### src/hdcr_pkg.sv
package hdcr_pkg;

    localparam logic [7:0] OFS_PRODUCT_ID_HIGH = 8'h04;
    localparam logic [7:0] OFS_DEVICE_CONFIGURATION = 8'h05;
    localparam logic [7:0] OFS_CHARGE_SUPPORT_CONFIG = 8'h06;

    localparam int BIT_STRING_OVR = 7;
    localparam int BIT_SERIAL_OVR = 6;
    localparam int BIT_LP_DISABLE = 5;
    localparam int BIT_RSVD_ONE = 4;
    localparam int BIT_SHARED_SW = 3;
    localparam int BIT_REPORT_OFF = 2;
    localparam int BIT_TIMEOUT_OVR = 1;
    localparam int BIT_RSVD_ZERO = 0;

    localparam logic [7:0] DEVCFG_RESET = 8'h10;
    localparam logic [7:0] DEVCFG_WMASK = 8'hEE;
    localparam logic [7:0] DEVCFG_FIXED1 = 8'h10;
    localparam logic [7:0] CHARGE_WMASK = 8'h0F;
    localparam logic [7:0] BYTE_ZERO = 8'h00;
    localparam logic [7:0] TIMEOUT_MAX = 8'hFF;
    localparam logic [3:0] NIBBLE_ZERO = 4'h0;
    localparam logic [3:0] NIBBLE_ONES = 4'hF;

    localparam logic [1:0] STRAP_SETTLE = 2'h2;
    localparam logic [1:0] CNT_ONE = 2'h1;

    typedef enum logic
    {
        HDCR_SRC_EEPROM,
        HDCR_SRC_SMBUS
    } hdcr_src_t;

    typedef struct packed
    {
        logic wr;
        hdcr_src_t src;
        logic [7:0] addr;
        logic [7:0] wdata;
    } hdcr_write_t;

    typedef struct packed
    {
        logic shared_switch;
        logic power_report;
        logic [3:0] charge;
    } hdcr_straps_t;

endpackage

### src/hdcr_config_regs.sv
`timescale 1ns/1ps

//Contract
//- product high byte resets default, writable
//- report written, else otp, else default
//- bit 7 gates string register writes
//- bit 6 gates serial register writes
//- bit 5 blocks U1/U2 unless forced
//- forced accept holds until reset/disconnect
//- eeprom in i2c, smbus host in smbus
//- bit 4 reserved reads one
//- bit 3 captured from shared strap
//- bit 3 selects per-port or ganged power while bit 2 is zero (bit 2 set turns all ports on)
//- bit 2 captured from report strap
//- bit 2 zero enables status reporting
//- override maps nonzero timeout to FFh
//- bit 0 reserved reads zero
//- charge register bits 7:4 read zero
//- charge bit n enables port n+1
//- charge bits captured from strap pins
//- charge bits replaceable by eeprom/smbus
//- product high byte at offset 4h
module hdcr_config_regs
    import hdcr_pkg::*;
#(
    parameter int NUM_PORTS = 4,
    parameter logic [7:0] PRODUCT_HIGH_DEFAULT = 8'h5A
)
(
    input wire logic sys_clk,
    input wire logic reset,
    input wire logic shared_switch_strap_pin,
    input wire logic power_report_strap_pin,
    input wire logic [NUM_PORTS-1:0] port_power_charge_pins,
    input wire logic i2c_mode,
    input wire logic smbus_mode,
    input wire hdcr_write_t cfg_write,
    input wire logic [7:0] cfg_rd_addr,
    input wire logic ids_written_nonzero,
    input wire logic [7:0] otp_product_high,
    input wire logic flpma_event,
    input wire logic upstream_disconnect,
    input wire logic [NUM_PORTS-1:0] port_power_request,
    input wire logic [7:0] host_link_timeout,
    output logic [7:0] cfg_rdata,
    output logic [7:0] product_code_high_byte,
    output logic string_override_enable,
    output logic serial_override_enable,
    output logic low_power_link_allow,
    output logic power_status_report_on,
    output logic [NUM_PORTS-1:0] port_power_control_pins,
    output logic [NUM_PORTS-1:0] charge_port_enable,
    output logic [7:0] link_timeout_effective
);

    typedef struct packed
    {
        hdcr_straps_t sync1;
        hdcr_straps_t sync2;
        logic [1:0] settle;
        logic captured;
        logic [7:0] pid_high;
        logic [7:0] devcfg;
        logic [3:0] charge;
        logic flpma_seen;
        logic [7:0] rdata;
        logic [7:0] pid_report;
        logic string_ovr;
        logic serial_ovr;
        logic lp_allow;
        logic report_on;
        logic [NUM_PORTS-1:0] pwr_en;
        logic [NUM_PORTS-1:0] charge_en;
        logic [7:0] timeout_eff;
    } hdcr_state_t;

    hdcr_state_t state_q;
    hdcr_state_t state_d;

    localparam hdcr_state_t STATE_RESET = '{
        sync1: '0,
        sync2: '0,
        settle: '0,
        captured: 1'b0,
        pid_high: PRODUCT_HIGH_DEFAULT,
        devcfg: DEVCFG_RESET,
        charge: NIBBLE_ZERO,
        flpma_seen: 1'b0,
        rdata: BYTE_ZERO,
        pid_report: PRODUCT_HIGH_DEFAULT,
        string_ovr: 1'b0,
        serial_ovr: 1'b0,
        lp_allow: 1'b0,
        report_on: 1'b0,
        pwr_en: '0,
        charge_en: '0,
        timeout_eff: BYTE_ZERO
    };

    logic wr_ok;
    logic [7:0] devcfg_rd;
    logic [7:0] charge_rd;

    always_comb
    begin
        state_d = state_q;
        wr_ok = cfg_write.wr &&
            ((cfg_write.src == HDCR_SRC_EEPROM && i2c_mode) ||
             (cfg_write.src == HDCR_SRC_SMBUS && smbus_mode));

        state_d.sync1.shared_switch = shared_switch_strap_pin;
        state_d.sync1.power_report = power_report_strap_pin;
        state_d.sync1.charge = port_power_charge_pins[3:0];
        state_d.sync2 = state_q.sync1;

        if (!state_q.captured)
        begin
            if (state_q.settle == STRAP_SETTLE)
            begin
                state_d.captured = 1'b1;
                state_d.devcfg[BIT_SHARED_SW] = state_q.sync2.shared_switch;
                state_d.devcfg[BIT_REPORT_OFF] = state_q.sync2.power_report;
                state_d.charge = state_q.sync2.charge;
            end
            else
            begin
                state_d.settle = state_q.settle + CNT_ONE;
            end
        end

        if (wr_ok)
        begin
            case (cfg_write.addr)
                OFS_PRODUCT_ID_HIGH:
                begin
                    state_d.pid_high = cfg_write.wdata;
                end
                OFS_DEVICE_CONFIGURATION:
                begin
                    state_d.devcfg = (cfg_write.wdata & DEVCFG_WMASK) | DEVCFG_FIXED1;
                end
                OFS_CHARGE_SUPPORT_CONFIG:
                begin
                    state_d.charge = cfg_write.wdata[3:0];
                end
                default:
                begin
                    state_d.charge = state_d.charge;
                end
            endcase
        end

        if (upstream_disconnect)
        begin
            state_d.flpma_seen = 1'b0;
        end
        else if (flpma_event)
        begin
            state_d.flpma_seen = 1'b1;
        end

        devcfg_rd = (state_q.devcfg & DEVCFG_WMASK) | DEVCFG_FIXED1;
        charge_rd = {NIBBLE_ZERO, state_q.charge};

        case (cfg_rd_addr)
            OFS_PRODUCT_ID_HIGH:
            begin
                state_d.rdata = state_q.pid_high;
            end
            OFS_DEVICE_CONFIGURATION:
            begin
                state_d.rdata = devcfg_rd;
            end
            OFS_CHARGE_SUPPORT_CONFIG:
            begin
                state_d.rdata = charge_rd & CHARGE_WMASK;
            end
            default:
            begin
                state_d.rdata = BYTE_ZERO;
            end
        endcase

        if (ids_written_nonzero)
        begin
            state_d.pid_report = state_q.pid_high;
        end
        else if (otp_product_high != BYTE_ZERO)
        begin
            state_d.pid_report = otp_product_high;
        end
        else
        begin
            state_d.pid_report = PRODUCT_HIGH_DEFAULT;
        end

        state_d.string_ovr = state_q.devcfg[BIT_STRING_OVR];
        state_d.serial_ovr = state_q.devcfg[BIT_SERIAL_OVR];
        state_d.lp_allow = !state_q.devcfg[BIT_LP_DISABLE] || state_q.flpma_seen;
        state_d.report_on = !state_q.devcfg[BIT_REPORT_OFF];

        for (int i = 0; i < NUM_PORTS; i++)
        begin
            if (state_q.devcfg[BIT_REPORT_OFF])
            begin
                state_d.pwr_en[i] = 1'b1;
            end
            else if (state_q.devcfg[BIT_SHARED_SW])
            begin
                state_d.pwr_en[i] = port_power_request[0];
            end
            else
            begin
                state_d.pwr_en[i] = port_power_request[i];
            end
            state_d.charge_en[i] = state_q.charge[i];
        end

        if (state_q.devcfg[BIT_TIMEOUT_OVR] && host_link_timeout != BYTE_ZERO)
        begin
            state_d.timeout_eff = TIMEOUT_MAX;
        end
        else
        begin
            state_d.timeout_eff = host_link_timeout;
        end
    end

    always_ff @(posedge sys_clk)
    begin
        if (reset)
        begin
            state_q <= STATE_RESET;
        end
        else
        begin
            state_q <= state_d;
        end
    end

    assign cfg_rdata = state_q.rdata;
    assign product_code_high_byte = state_q.pid_report;
    assign string_override_enable = state_q.string_ovr;
    assign serial_override_enable = state_q.serial_ovr;
    assign low_power_link_allow = state_q.lp_allow;
    assign power_status_report_on = state_q.report_on;
    assign port_power_control_pins = state_q.pwr_en;
    assign charge_port_enable = state_q.charge_en;
    assign link_timeout_effective = state_q.timeout_eff;

endmodule

### config.mk
export PLATFORM = sky130hd
export DESIGN_NAME = hdcr_config_regs
export DESIGN_NICKNAME = d
export VERILOG_FILES = /design/src/hdcr_pkg.sv /design/src/hdcr_config_regs.sv
export SDC_FILE = /design/constraint.sdc
export NUM_CORES = 1
export LEC_CHECK = 0
export ABC_AREA = 1
export BUFFER_PORTS_ARGS = -buffer_cell sky130_fd_sc_hd__buf_2
export CAP_MARGIN = 20
export CORE_MARGIN = 3
export CORE_UTILIZATION = 50
export CTS_CLUSTER_DIAMETER = 150
export DETAILED_ROUTE_END_ITERATION = 8
export PLACE_DENSITY_LB_ADDON = 0.15
export SLEW_MARGIN = 20
export SYNTH_ARGS = -nofsm -noshare
export SYNTH_HDL_FRONTEND = slang
export SYNTH_SLANG_ARGS = --single-unit
export TNS_END_PERCENT = 5
### constraint.sdc
create_clock -name sys_clk -period 1.65 [get_ports sys_clk]
set_clock_uncertainty 0.15 [all_clocks]
set_input_delay 0.33 -clock sys_clk [delete_from_list [all_inputs] [get_ports sys_clk]]
set_output_delay 0.33 -clock sys_clk [all_outputs]
set_load 0.05 [all_outputs]
Word level (Yosys, flattened, before mapping)
Cells that the tools add are included.
{"block": "totals", "register_bits": 70, "in_bits": 59, "output_inout_bits": 36, "elab_cells": 67}
{"block": "op_classes", "add_sub_neg": 1, "eq_ne": 7, "mux": 20, "n_bitwise": 3, "n_reduce_logical": 14}
{"cell": "$eq 8x3->1 const B", "n": 6}
{"cell": "$mux 8", "n": 4}
{"cell": "$pmux 8 s3", "n": 1}
{"cell": "$mux 4", "n": 4}
{"cell": "$reduce_bool 8->1", "n": 2}
{"cell": "$mux 1", "n": 9}
{"cell": "$reduce_and 2->1", "n": 3}
{"cell": "$logic_and 1x1->1", "n": 4}
{"cell": "$mux 2", "n": 2}
{"cell": "$not 1->1", "n": 3}
{"cell": "$add 2x1->2 const B", "n": 1}
{"cell": "$eq 2x2->1 const B", "n": 1}
{"cell": "$logic_not 1->1", "n": 2}
{"cell": "$logic_or 1x1->1", "n": 2}
{"cell": "$reduce_or 2->1", "n": 1}

Logic depth before layout (Yosys ltp)
Gate-level depths: netlist of the first run.
{"block": "depth", "ltp_word": 5, "mapped_depth": 10, "ltp_nobuf": 9}

Worst setup path before layout of the first run
No wires, ideal clock.
{"block": "synth_timing", "kind": "register to register", "from": "reg state_q[58] (netlist name)", "to": "reg state_q (netlist bit devcfg_rd[3])", "setup_time_ns": 0.064, "arrival_time_ns": 1.111, "t_required_ns": 1.436, "setup_slack_ns": 0.326, "path_stages_with_launch": 11, "path_buffers": 1, "period_less_slack_ns": 1.324, "path_cell_list": "dfxtp_1 -> inv_1 -> ha_1 -> buf_2 -> nand2_1 -> nand2_1 -> nand2_1 -> clkinv_1 -> nand2_1 -> nand2_1 -> nor2_1"}
{"block": "synth_via", "elab_chain_cells": 5}
{"item": "from (decl)", "line": "hdcr_config_regs.sv:77", "rtl": "hdcr_state_t state_q;"}
{"item": "from (signal assigned)", "line": "hdcr_config_regs.sv:237", "rtl": "state_q <= state_d;"}
{"item": "$eq 2x2->1 (*)", "line": "hdcr_config_regs.sv:118", "rtl": "if (state_q.settle == STRAP_SETTLE)"}
{"item": "$mux 2 (*)", "line": "hdcr_config_regs.sv:118"}
{"item": "$mux 2 (*)", "line": "hdcr_config_regs.sv:116", "rtl": "if (!state_q.captured)"}
{"item": "$mux 4", "line": "hdcr_config_regs.sv:133", "rtl": "case (cfg_write.addr)"}
{"item": "$mux 8 (*)", "line": "hdcr_config_regs.sv:131", "rtl": "if (wr_ok)"}
Every way passes the cells marked *; elsewhere a longest branch is shown, timed or not.
A chain may end at the register's enable or synchronous reset.

Worst setup path after layout of the first run
{"block": "layout_timing", "from": "reg state_q (netlist bit cfg_rdata[7])", "to": "out cfg_rdata[7]"}
{"item": "to (decl)", "line": "hdcr_config_regs.sv:45", "rtl": "output logic [7:0] cfg_rdata,"}
No word-level cell between the ends.

==> qor.yml, run 1 <==
run_status:
  status: "finished, final reports clean"
setup_path:
  r2r_slack_ps: 310
  crit_buf_inv: 1
  critPathSlowestCell: "dfxtp_1"
  critical_path_class: "reg -> out"
  reg2reg_depth: 9
  reg2reg_to: "devcfg_rd[2]$_SDFF_PP0_"
  crit_fanout: 1
  path_cells: "buf_2"
  slowest_delay_ps: 320
  start_kind: "register"
  cp-end-kind: "primary output"
  r2r_start: "state_q[58]$_SDFFE_PP0P_"
  critPathTopFamily: "flip-flops"
  cp.arrival_ps: 920
  cp.required_ps: 1170
routing:
  highest_layer: "met4"
  wl_met2_um: 2580
  drc: 0
  via_per_inst: 4.55
  dr_total_vias: 2500
  drt-initial-drc-count: 99
  wire_per_inst_um: 10.7
  wl_met3_um: 521
  wl_met1_um: 2690
  totalWireLength_um: 5910
  ant_nets: 0
  firstDrtPassIters: 4
cts:
  cts_buffer_depth: 2
  cts_setup_buffers: 0
  cts.clk_slew.worst_paths_ps: 70
  cts_root_buf: "clkbuf_8"
  numClockSinks: 70
  cts_buffers: 9
  cts_htree_levels: 3
  clk_latency_ps: 330
  cts_tree: "done"
timing:
  tns_ps: 0
  fmax_ghz: 0.717
  period_share_pct: 84.5
  finalSetupViolations: 0
  worst_slew_pin_slew_ps: 337
  rsz0062_at_grt: "no"
  slew_headroom_pct: 77.5
  slew_viol_final: 0
  fin_crit_ps: 1400
  hold_violations: 0
  hold_ws_ps: 42.1
floorplan:
  dieArea_um2: 6950
  die_h_um: 83.4
  io_pins: 95
  die_x_um: 83.4
  start_util_pct: 53.0
  rows: 27
  core_area_um2: 5640
placed_design:
  placed_area_um2: 3310
  hpwl_um: 4450
  io_buffers: 94
  place.gp.congestion: 0.826
global_routing:
  track_usage_pct: 18.1
  grt_pass1_wl_um: 10400
  grt_max_degree: 25
  grt-ovfl-total: 0
  antenna_found_initial: 0
  grt_pass1_vias: 2362
logic_synthesis:
  synth_seq_area_share_pct: 46.8
  avgSynthCellArea_um2: 7.44
  syn_nets: 462
  yosysUniqueCellTypes: 24
  ys_ff_latch: 70
  yosysWarnings: 0
  netlist_instances: 402
  mappedNetlistArea_um2: 2990
cells_and_area:
  area_delta_synth_final_pct: 17.4
  final_common_cell: "buf_2"
  layout-drive-gt1-share_pct: 27.6
  multi_input_area_um2: 1060
  nFillCells: 561
  fin_nets: 533
  layout_common_cells: "buf_2, nor2_1, dfxtp_1"
  fin_area_um2: 3510
  antenna_cells: 0
  seq_area_um2: 1400
min_path:
  whs_endpoint: "state_d[62]$_SDFF_PP0_"
  worstHoldPathCells: 3
  min_from: "port_power_charge_pins[2]"
  min_path_type: "in -> reg"
power_and_ir_drop:
  vdd_drop_max_mv: 0.531
  power_density_nw_per_um2: 1050
  leakage_uw: 0.00179
flow_run:
  drv_cap: 0
==> power by group <==
group          total, uW  switching [uW]  internal, uW
combinational        542             360           182
sequential          1800            29.5          1770
clock               1330             591           742
total               3680             981          2700
==> routing by layer <==
layer / GRT usage, % / vias to the layer above
met1: 23.5 / 1053
met4: 7.88 / 0
met3: 5.36 / 12
met5: 0 / -
li1: - / 1350
met2: 27.8 / 85
==> Yosys cell counts <==
master | n | share of area, %
dfxtp_1 | 70 | 47
nor2_1 | 70 | 8.8
nand2_1 | 58 | 7.3
inv_1 | 56 | 7.0
nand3_1 | 37 | 6.2
buf_4 | 32 | 8.0
a21oi_1 | 27 | 4.5
o21ai_0 | 13 | 2.2
nand2_2 | 6 | 1.3
clkbuf_1 | 5 | 0.63
buf_2 | 4 | 0.67
nand3b_1 | 4 | 1.0
nor2_4 | 4 | 1.5
nor2_2 | 3 | 0.63
buf_6 | 2 | 0.75
clkinv_1 | 2 | 0.25
inv_2 | 2 | 0.25
ha_1 | 1 | 0.42
nand4_1 | 1 | 0.21
nor2_8 | 1 | 0.67
nor3_1 | 1 | 0.17
o21ai_1 | 1 | 0.17
o21ai_2 | 1 | 0.29
xor2_1 | 1 | 0.29
==> sequential cells by signal (all words and copies together) (netlist names) <==
name	cells
serial_override_enable	1
link_timeout_effective	8
port_power_control_pins	4
charge_port_enable	4
product_code_high_byte	8
cfg_rdata	8
state_d	6
string_override_enable	1
low_power_link_allow	1
state_q	18
devcfg_rd	6
power_status_report_on	1
charge_rd	4
==> how the worst max path moves through the flow <==
| stage | slack, ps | end | cells past startpoint | startpoint |
|---|---|---|---|---|
| after floorplan | 330 | devcfg_rd[3]$_SDFF_PP0_ | 10 | state_q[58]$_SDFFE_PP0P_ |
| after CTS | 240 | low_power_link_allow | 1 | low_power_link_allow$_SDFF_PP0_ |
| final | 250 | cfg_rdata[7] | 1 | cfg_rdata[7]$_SDFF_PP0_ |
| after detailed placement | 150 | state_q[51]$_SDFFE_PP0P_ | 7 | cfg_write[15] |
| after global routing | 130 | devcfg_rd[3]$_SDFF_PP0_ | 9 | state_q[58]$_SDFFE_PP0P_ |
| after global placement | 170 | state_q[54]$_SDFFE_PP0P_ | 7 | cfg_write[15] |
==> through the flow <==
stage	std cells	worst slack [ps]	util, %	power (uW)
3_3_place_gp	533	172	58.7	2380
3_5_place_dp	533	147	58.7	2390
5_1_grt	550	130	62.3	3880
2_1_floorplan	402	326	-	2260
6_report	550	255	62.3	3680
4_1_cts	550	238	62.3	3720
==> kinds of logic after synthesis <==
logic type | count (synthesis) | synth area share (%)
AOI/OAI and AO/OA | 42 | 7.15
DFF | 70 | 46.8
buffers and inverters | 103 | 17.6
xor gates and xnor gates | 1 | 0.293
adders and majority gates | 1 | 0.418
and+or+nand+nor | 185 | 27.7
==> layout make-up <==
type | instances | area share, %
well taps | 72 | 2.56
clock buffers | 13 | 4.24
repair buffers | 103 | 15.4
inverters | 60 | 6.41
flip-flops and latches | 70 | 39.9
multi-input cells | 229 | 30.3
clock inverters | 3 | 1.25
==> timing repair <==
action,4_1_cts,5_1_grt
hold endpoints to repair,1,0
hold buffers,1,0
gates resized for setup,0,0
Note: power is estimated with default switching activity, not from simulation.
==> run 2: changes to the inputs <==
==> constraint.sdc (replaced) <==
create_clock -name sys_clk -period 1.5 [get_ports sys_clk]
set_clock_uncertainty 0.15 [all_clocks]
set_input_delay 0.3 -clock sys_clk [delete_from_list [all_inputs] [get_ports sys_clk]]
set_output_delay 0.3 -clock sys_clk [all_outputs]
set_load 0.05 [all_outputs]
==> qor.yml, run 2 (synthesized netlist as in run 1, its figures left out) <==
cts:
  cts_htree_levels: 3  # unchanged
  cts.clk_slew.worst_paths_ps: 70  # about the same
  cts_setup_buffers: 0  # unchanged
  cts_root_buf: "clkbuf_8"  # unchanged
  cts_buffer_depth: 2  # unchanged
  cts_buffers: 9  # unchanged
  numClockSinks: 70  # unchanged
  clk_latency_ps: 340  # was 330 ps
  cts_tree: "done"  # unchanged
timing:
  tns_ps: 0  # unchanged
  fmax_ghz: 0.725
  worst_slew_pin_slew_ps: 334  # was 337 ps
  slew_viol_final: 0  # unchanged
  slew_headroom_pct: 77.7  # was 77.5%
  finalSetupViolations: 0  # unchanged
  hold_violations: 0  # unchanged
  rsz0062_at_grt: "no"  # unchanged
  period_share_pct: 91.9
  fin_crit_ps: 1380
min_path:
  min_path_type: "in -> reg"  # unchanged
  worstHoldPathCells: 3  # unchanged
  min_from: "shared_switch_strap_pin"  # was port_power_charge_pins[2]
  whs_endpoint: "state_d[65]$_SDFF_PP0_"  # was state_d[62]$_SDFF_PP0_
routing:
  firstDrtPassIters: 4  # unchanged
  drt-initial-drc-count: 104  # was 99
  drc: 0  # unchanged
  via_per_inst: 4.52  # was 4.55
  wire_per_inst_um: 10.6  # was 10.7 um
  totalWireLength_um: 5840  # was 5910 um
  ant_nets: 0  # unchanged
  dr_total_vias: 2487  # was 2500
placed_design:
  hpwl_um: 4430  # was 4450 um
  io_buffers: 94  # unchanged
  placed_area_um2: 3330  # was 3310 um^2
  place.gp.congestion: 0.804  # was 0.826
  dp.cells: 535  # was 533
floorplan:
  die_x_um: 83.4  # unchanged
  dieArea_um2: 6950  # unchanged
  start_util_pct: 53.0  # unchanged
  io_pins: 95  # unchanged
  core_area_um2: 5640  # unchanged
  die_h_um: 83.4  # unchanged
  rows: 27  # unchanged
cells_and_area:
  layout_common_cells: "buf_2, nor2_1, dfxtp_1"  # unchanged
  layout-drive-gt1-share_pct: 27.8  # was 27.6%
  fin_area_um2: 3490  # was 3510 um^2
  nFillCells: 525  # was 561
  final_util_pct: 61.9  # was 62.3%
  top_register: "state_q"  # unchanged
  seq_area_um2: 1400  # unchanged
  antenna_cells: 0  # unchanged
  final_common_cell: "buf_2"  # unchanged
  final_cell_count_no_fill: 550  # unchanged
  multi_input_area_um2: 1060  # unchanged
  largest_register_ffs: 18  # unchanged
  fin_nets: 535  # was 533
  area_delta_synth_final_pct: 16.7  # was 17.4%
global_routing:
  grt-ovfl-total: 0  # unchanged
  grt_pass1_wl_um: 9940  # was 10400 um
  grt_max_degree: 26  # was 25
  antenna_found_initial: 0  # unchanged
  track_usage_pct: 17.7  # was 18.1%
  grt_pass1_vias: 2251  # was 2362
setup_path:
  critical_path_class: "reg -> out"  # unchanged
  cp.required_ps: 1050  # was 1170 ps
  worstSetupStartpoint: "product_code_high_byte[1]$_SDFF_PP1_"  # was cfg_rdata[7]$_SDFF_PP0_
  cp-end-kind: "primary output"  # unchanged
  reg2reg_to: "devcfg_rd[3]$_SDFF_PP0_"  # was devcfg_rd[2]$_SDFF_PP0_
  cp.arrival_ps: 930  # was 920 ps
  path_cells: "buf_2"  # unchanged
  crit_buf_inv: 1  # unchanged
  critPathSlowestCell: "dfxtp_1"  # unchanged
  slowest_delay_ps: 330  # was 320 ps
  crit_fanout: 1  # unchanged
  r2r_start: "state_q[58]$_SDFFE_PP0P_"  # unchanged
  reg2reg_depth: 9  # unchanged
  start_kind: "register"  # unchanged
  r2r_slack_ps: 150  # was 310 ps
  critPathTopFamily: "flip-flops"  # unchanged
power_and_ir_drop:
  power_density_nw_per_um2: 1100  # was 1050 nW/um^2
  vdd_drop_max_mv: 0.487  # was 0.531 mV
  leakage_uw: 0.00179  # about the same
run_status:
  status: "finished, final reports clean"  # unchanged
flow_run:
  drv_cap: 0  # unchanged
==> run 2: changes by cell type in the layout (fill, tap and decap cells not counted) <==
cell | before | now
buf_4 | 8 | 10
bufinv_16 | 1 | 0
clkbuf_1 | 3 | 2
clkinv_2 | 1 | 2
clkinv_4 | 1 | 0
==> run 2: worst max path at each step <==
stage                                      endpoint  depth (start not counted)
after floorplan             devcfg_rd[3]$_SDFF_PP0_                         10
after global placement     state_q[54]$_SDFFE_PP0P_                          7
after detailed placement   state_q[56]$_SDFFE_PP0P_                          7
after CTS                 product_code_high_byte[1]                          1
after global routing        devcfg_rd[2]$_SDFF_PP0_                          9
final                     product_code_high_byte[1]                          1
==> run 2: stage by stage <==
stage	setup slack, ps	hold slack (ps)	total power (uW)
after floorplan	176	229	2490
final	121	14.0	3820
after global routing	15.5	7.39	4040
after global placement	85.0	240	2610
after detailed placement	-1.73	245	2630
after CTS	110	0.0826	3870
==> run 2: worst min-delay path, delay by kind of cell <==
family	cells	cell delay (ps)
buffers and inverters	2	100
and+or+nand+nor	1	60
==> run 2: what timing repair did <==
item / CTS / global route
resized for setup: 0 / 0
hold endpoints to repair: 1 / 0
hold buffers: 1 / 0
==> run 2: layout make-up <==
type                       instances  area share, %
sequential                        70           40.1
timing repair buffer             105           15.9
tap                               72           2.58
inverter                          60           6.45
clock buffer                      12           4.16
clock inverter                     2          0.287
multi-input combinational        229           30.5
==> run 2: report_power, final <==
part / switching, uW / internal [uW]
Combinational: 397 / 202
Clock: 617 / 622
Sequential: 32.4 / 1950
==> run 2: routing by layer <==
metal | GRT usage (%) | wire (um) | up-vias | part of all wire (%)
li1 | - | - | 1342 | -
met1 | 22.4 | 2660 | 1050 | 46
met2 | 27.3 | 2620 | 89 | 45
met3 | 7.24 | 492 | 6 | 8.4
met4 | 5.79 | 68 | 0 | 1.2
met5 | 0 | 0 | - | 0
==> run 3: changes to the inputs <==
--- a/config.mk
+++ b/config.mk
@@ -8,9 +8,9 @@
 export ABC_AREA = 1
 export BUFFER_PORTS_ARGS = -buffer_cell sky130_fd_sc_hd__buf_2
 export CAP_MARGIN = 20
-export CORE_MARGIN = 3
+export CORE_MARGIN = 2
 export CORE_UTILIZATION = 50
-export CTS_CLUSTER_DIAMETER = 150
+export CTS_CLUSTER_DIAMETER = 40
 export DETAILED_ROUTE_END_ITERATION = 8
 export PLACE_DENSITY_LB_ADDON = 0.15
 export SLEW_MARGIN = 20
==> constraint.sdc (replaced) <==
create_clock -name sys_clk -period 1.3 [get_ports sys_clk]
set_clock_uncertainty 0.15 [all_clocks]
set_input_delay 0.26 -clock sys_clk [delete_from_list [all_inputs] [get_ports sys_clk]]
set_output_delay 0.26 -clock sys_clk [all_outputs]
set_load 0.05 [all_outputs]
==> qor.yml, run 3 (synthesized netlist as in run 1, its figures left out) <==
run_status:
  status: "finished, final reports clean"  # unchanged
global_routing:
  track_usage_pct: 18.4  # was 17.7%
  grt_pass1_wl_um: 9230  # was 9940 um
  antenna_found_initial: 0  # unchanged
  grt_pass1_vias: 2143  # was 2251
  grt-ovfl-total: 0  # unchanged
  grt_max_degree: 25  # was 26
cts:
  cts_tree: "done"  # unchanged
  cts_root_buf: "clkbuf_8"  # unchanged
  cts.clk_slew.worst_paths_ps: 70  # about the same
  clk_latency_ps: 330  # was 340 ps
  cts_buffers: 9  # unchanged
  cts_htree_levels: 3  # unchanged
  cts_setup_buffers: 0  # unchanged
  numClockSinks: 70  # unchanged
  cts_buffer_depth: 2  # unchanged
setup_path:
  crit_cells: 1  # unchanged
  crit_buf_inv: 1  # unchanged
  reg2reg_depth: 9  # unchanged
  r2r_start: "state_q[58]$_SDFFE_PP0P_"  # unchanged
  path_cells: "buf_4"  # was buf_2
  cp.required_ps: 890  # was 1050 ps
  reg2reg_to: "charge_rd[0]$_SDFF_PP0_"  # was devcfg_rd[3]$_SDFF_PP0_
  start_kind: "register"  # unchanged
  slowest_delay_ps: 330  # about the same
  critPathTopFamily: "flip-flops"  # unchanged
  critical_path_class: "reg -> out"  # unchanged
  cp-end-kind: "primary output"  # unchanged
  r2r_slack_ps: 30  # was 150 ps
  critPathSlowestCell: "dfxtp_1"  # unchanged
  cp.arrival_ps: 860  # was 930 ps
  crit_fanout: 1  # unchanged
cells_and_area:
  final_util_pct: 64.7  # was 61.9%
  nFillCells: 545  # was 525
  area_delta_synth_final_pct: 26.6  # was 16.7%
  multi_input_area_um2: 1080  # was 1060 um^2
  final_common_cell: "nor2_1"  # was buf_2
  layout_common_cells: "nor2_1, dfxtp_1, buf_2"  # was buf_2, nor2_1, dfxtp_1
  fin_nets: 547  # was 535
  largest_register_ffs: 18  # unchanged
  final_cell_count_no_fill: 567  # was 550
  top_register: "state_q"  # unchanged
  fin_area_um2: 3790  # was 3490 um^2
  layout-drive-gt1-share_pct: 30.1  # was 27.8%
  seq_area_um2: 1400  # about the same
  antenna_cells: 0  # unchanged
timing:
  slew_viol_final: 0  # unchanged
  fin_crit_ps: 1270
  rsz0062_at_grt: "yes"  # was no
  finalSetupViolations: 0  # unchanged
  worst_slew_pin_slew_ps: 259  # was 334 ps
  fmax_ghz: 0.788
  hold_violations: 0  # unchanged
  period_share_pct: 97.6
  slew_headroom_pct: 82.5  # was 77.7%
floorplan:
  rows: 28  # was 27
  start_util_pct: 51.1  # was 53.0%
  core_area_um2: 5850  # was 5640 um^2
  dieArea_um2: 6620  # was 6950 um^2
  die_h_um: 81.4  # was 83.4 um
  die_x_um: 81.4  # was 83.4 um
  io_pins: 95  # unchanged
power_and_ir_drop:
  p_comb_share_pct: 17.3  # was 15.7%
  p_seq_share_pct: 47.8  # was 51.9%
  p_int_uw: 3480  # was 2780 uW
  switchingPower_uw: 1330  # was 1050 uW
  vdd_drop_max_mv: 0.890  # was 0.487 mV
  pwr-share-clk_pct: 34.9  # was 32.4%
  leakage_uw: 0.00188  # was 0.00179 uW
  power_density_nw_per_um2: 1270  # was 1100 nW/um^2
  swShare_pct: 27.7  # was 27.4%
routing:
  drt-initial-drc-count: 90  # was 104
  wire_per_inst_um: 10.5  # was 10.6 um
  drc: 0  # unchanged
  firstDrtPassIters: 4  # unchanged
  via_per_inst: 4.47  # was 4.52
  dr_total_vias: 2532  # was 2487
  ant_nets: 0  # unchanged
  totalWireLength_um: 5930  # was 5840 um
flow_run:
  drv_cap: 0  # unchanged
placed_design:
  io_buffers: 94  # unchanged
  hpwl_um: 4310  # was 4430 um
  place.gp.congestion: 0.787  # was 0.804
  placed_area_um2: 3400  # was 3330 um^2
  dp.cells: 544  # was 535
min_path:
  min_from: "otp_product_high[4]"  # was shared_switch_strap_pin
  whs_endpoint: "product_code_high_byte[4]$_SDFF_PP1_"  # was state_d[65]$_SDFF_PP0_
  min_path_type: "in -> reg"  # unchanged
  worstHoldPathCells: 3  # unchanged
## run 3: worst max path at each step
stage,from,endpoint,slack (ps)
floorplan,state_q[58]$_SDFFE_PP0P_,devcfg_rd[3]$_SDFF_PP0_,-20
global placement,cfg_write[15],state_q[54]$_SDFFE_PP0P_,-50
detailed placement,cfg_write[13],state_q[56]$_SDFFE_PP0P_,-90
CTS,charge_port_enable[0]$_SDFF_PP0_,charge_port_enable[0],10
global route,state_q[58]$_SDFFE_PP0P_,devcfg_rd[2]$_SDFF_PP0_,-60
finish,product_code_high_byte[2]$_SDFF_PP0_,product_code_high_byte[2],30
## run 3: power by group through the flow
stage	logic [uW]	registers (uW)	clock network, uW
2_1_floorplan	527	2340	0
3_3_place_gp	740	2330	0
3_5_place_dp	755	2340	0
4_1_cts	827	2300	1720
5_1_grt	919	2310	1820
6_report	832	2300	1680
## run 3: layout make-up
cell class	instances	share of cell area (%)
clock buffer	10	3.37
clock inverter	6	1.65
inverter	60	5.95
multi-input combinational	229	28.6
sequential	70	37.1
tap	75	2.48
timing repair buffer	117	20.9
## run 3: worst min-delay path, stage by stage
cell and delay [ps]:
buf_2 80, o21ai_0 70, nand2_1 60
## run 3: through the flow
| step | setup TNS (ps) | hold WS [ps] | power [uW] | setup slack [ps] |
|---|---|---|---|---|
| 6_report | 0 | 13.9 | 4810 | 30.7 |
| 5_1_grt | -228 | 10.9 | 5050 | -55.9 |
| 4_1_cts | 0 | 4.16 | 4840 | 10.9 |
| 3_5_place_dp | -784 | 245 | 3090 | -87.9 |
| 3_3_place_gp | -374 | 239 | 3070 | -50.2 |
| 2_1_floorplan | -71.3 | 189 | 2870 | -24.5 |
## run 3: metal layers
layer	vias up	share of wire, %	track usage (%)
li1	1369	-	-
met1	1085	48	22.1
met2	70	45	30.0
met3	8	5.6	5.78
met4	0	1.9	8.31
met5	-	0	0
## run 3: what timing repair did
| action | in CTS | in global routing |
|---|---|---|
| hold buffers | 7 | 0 |
| endpoints found under the hold margin | 7 | 0 |
| endpoints found under the setup margin | 43 | 12 |
| pin swaps | 1 | 0 |
| gates resized for setup | 39 | 8 |
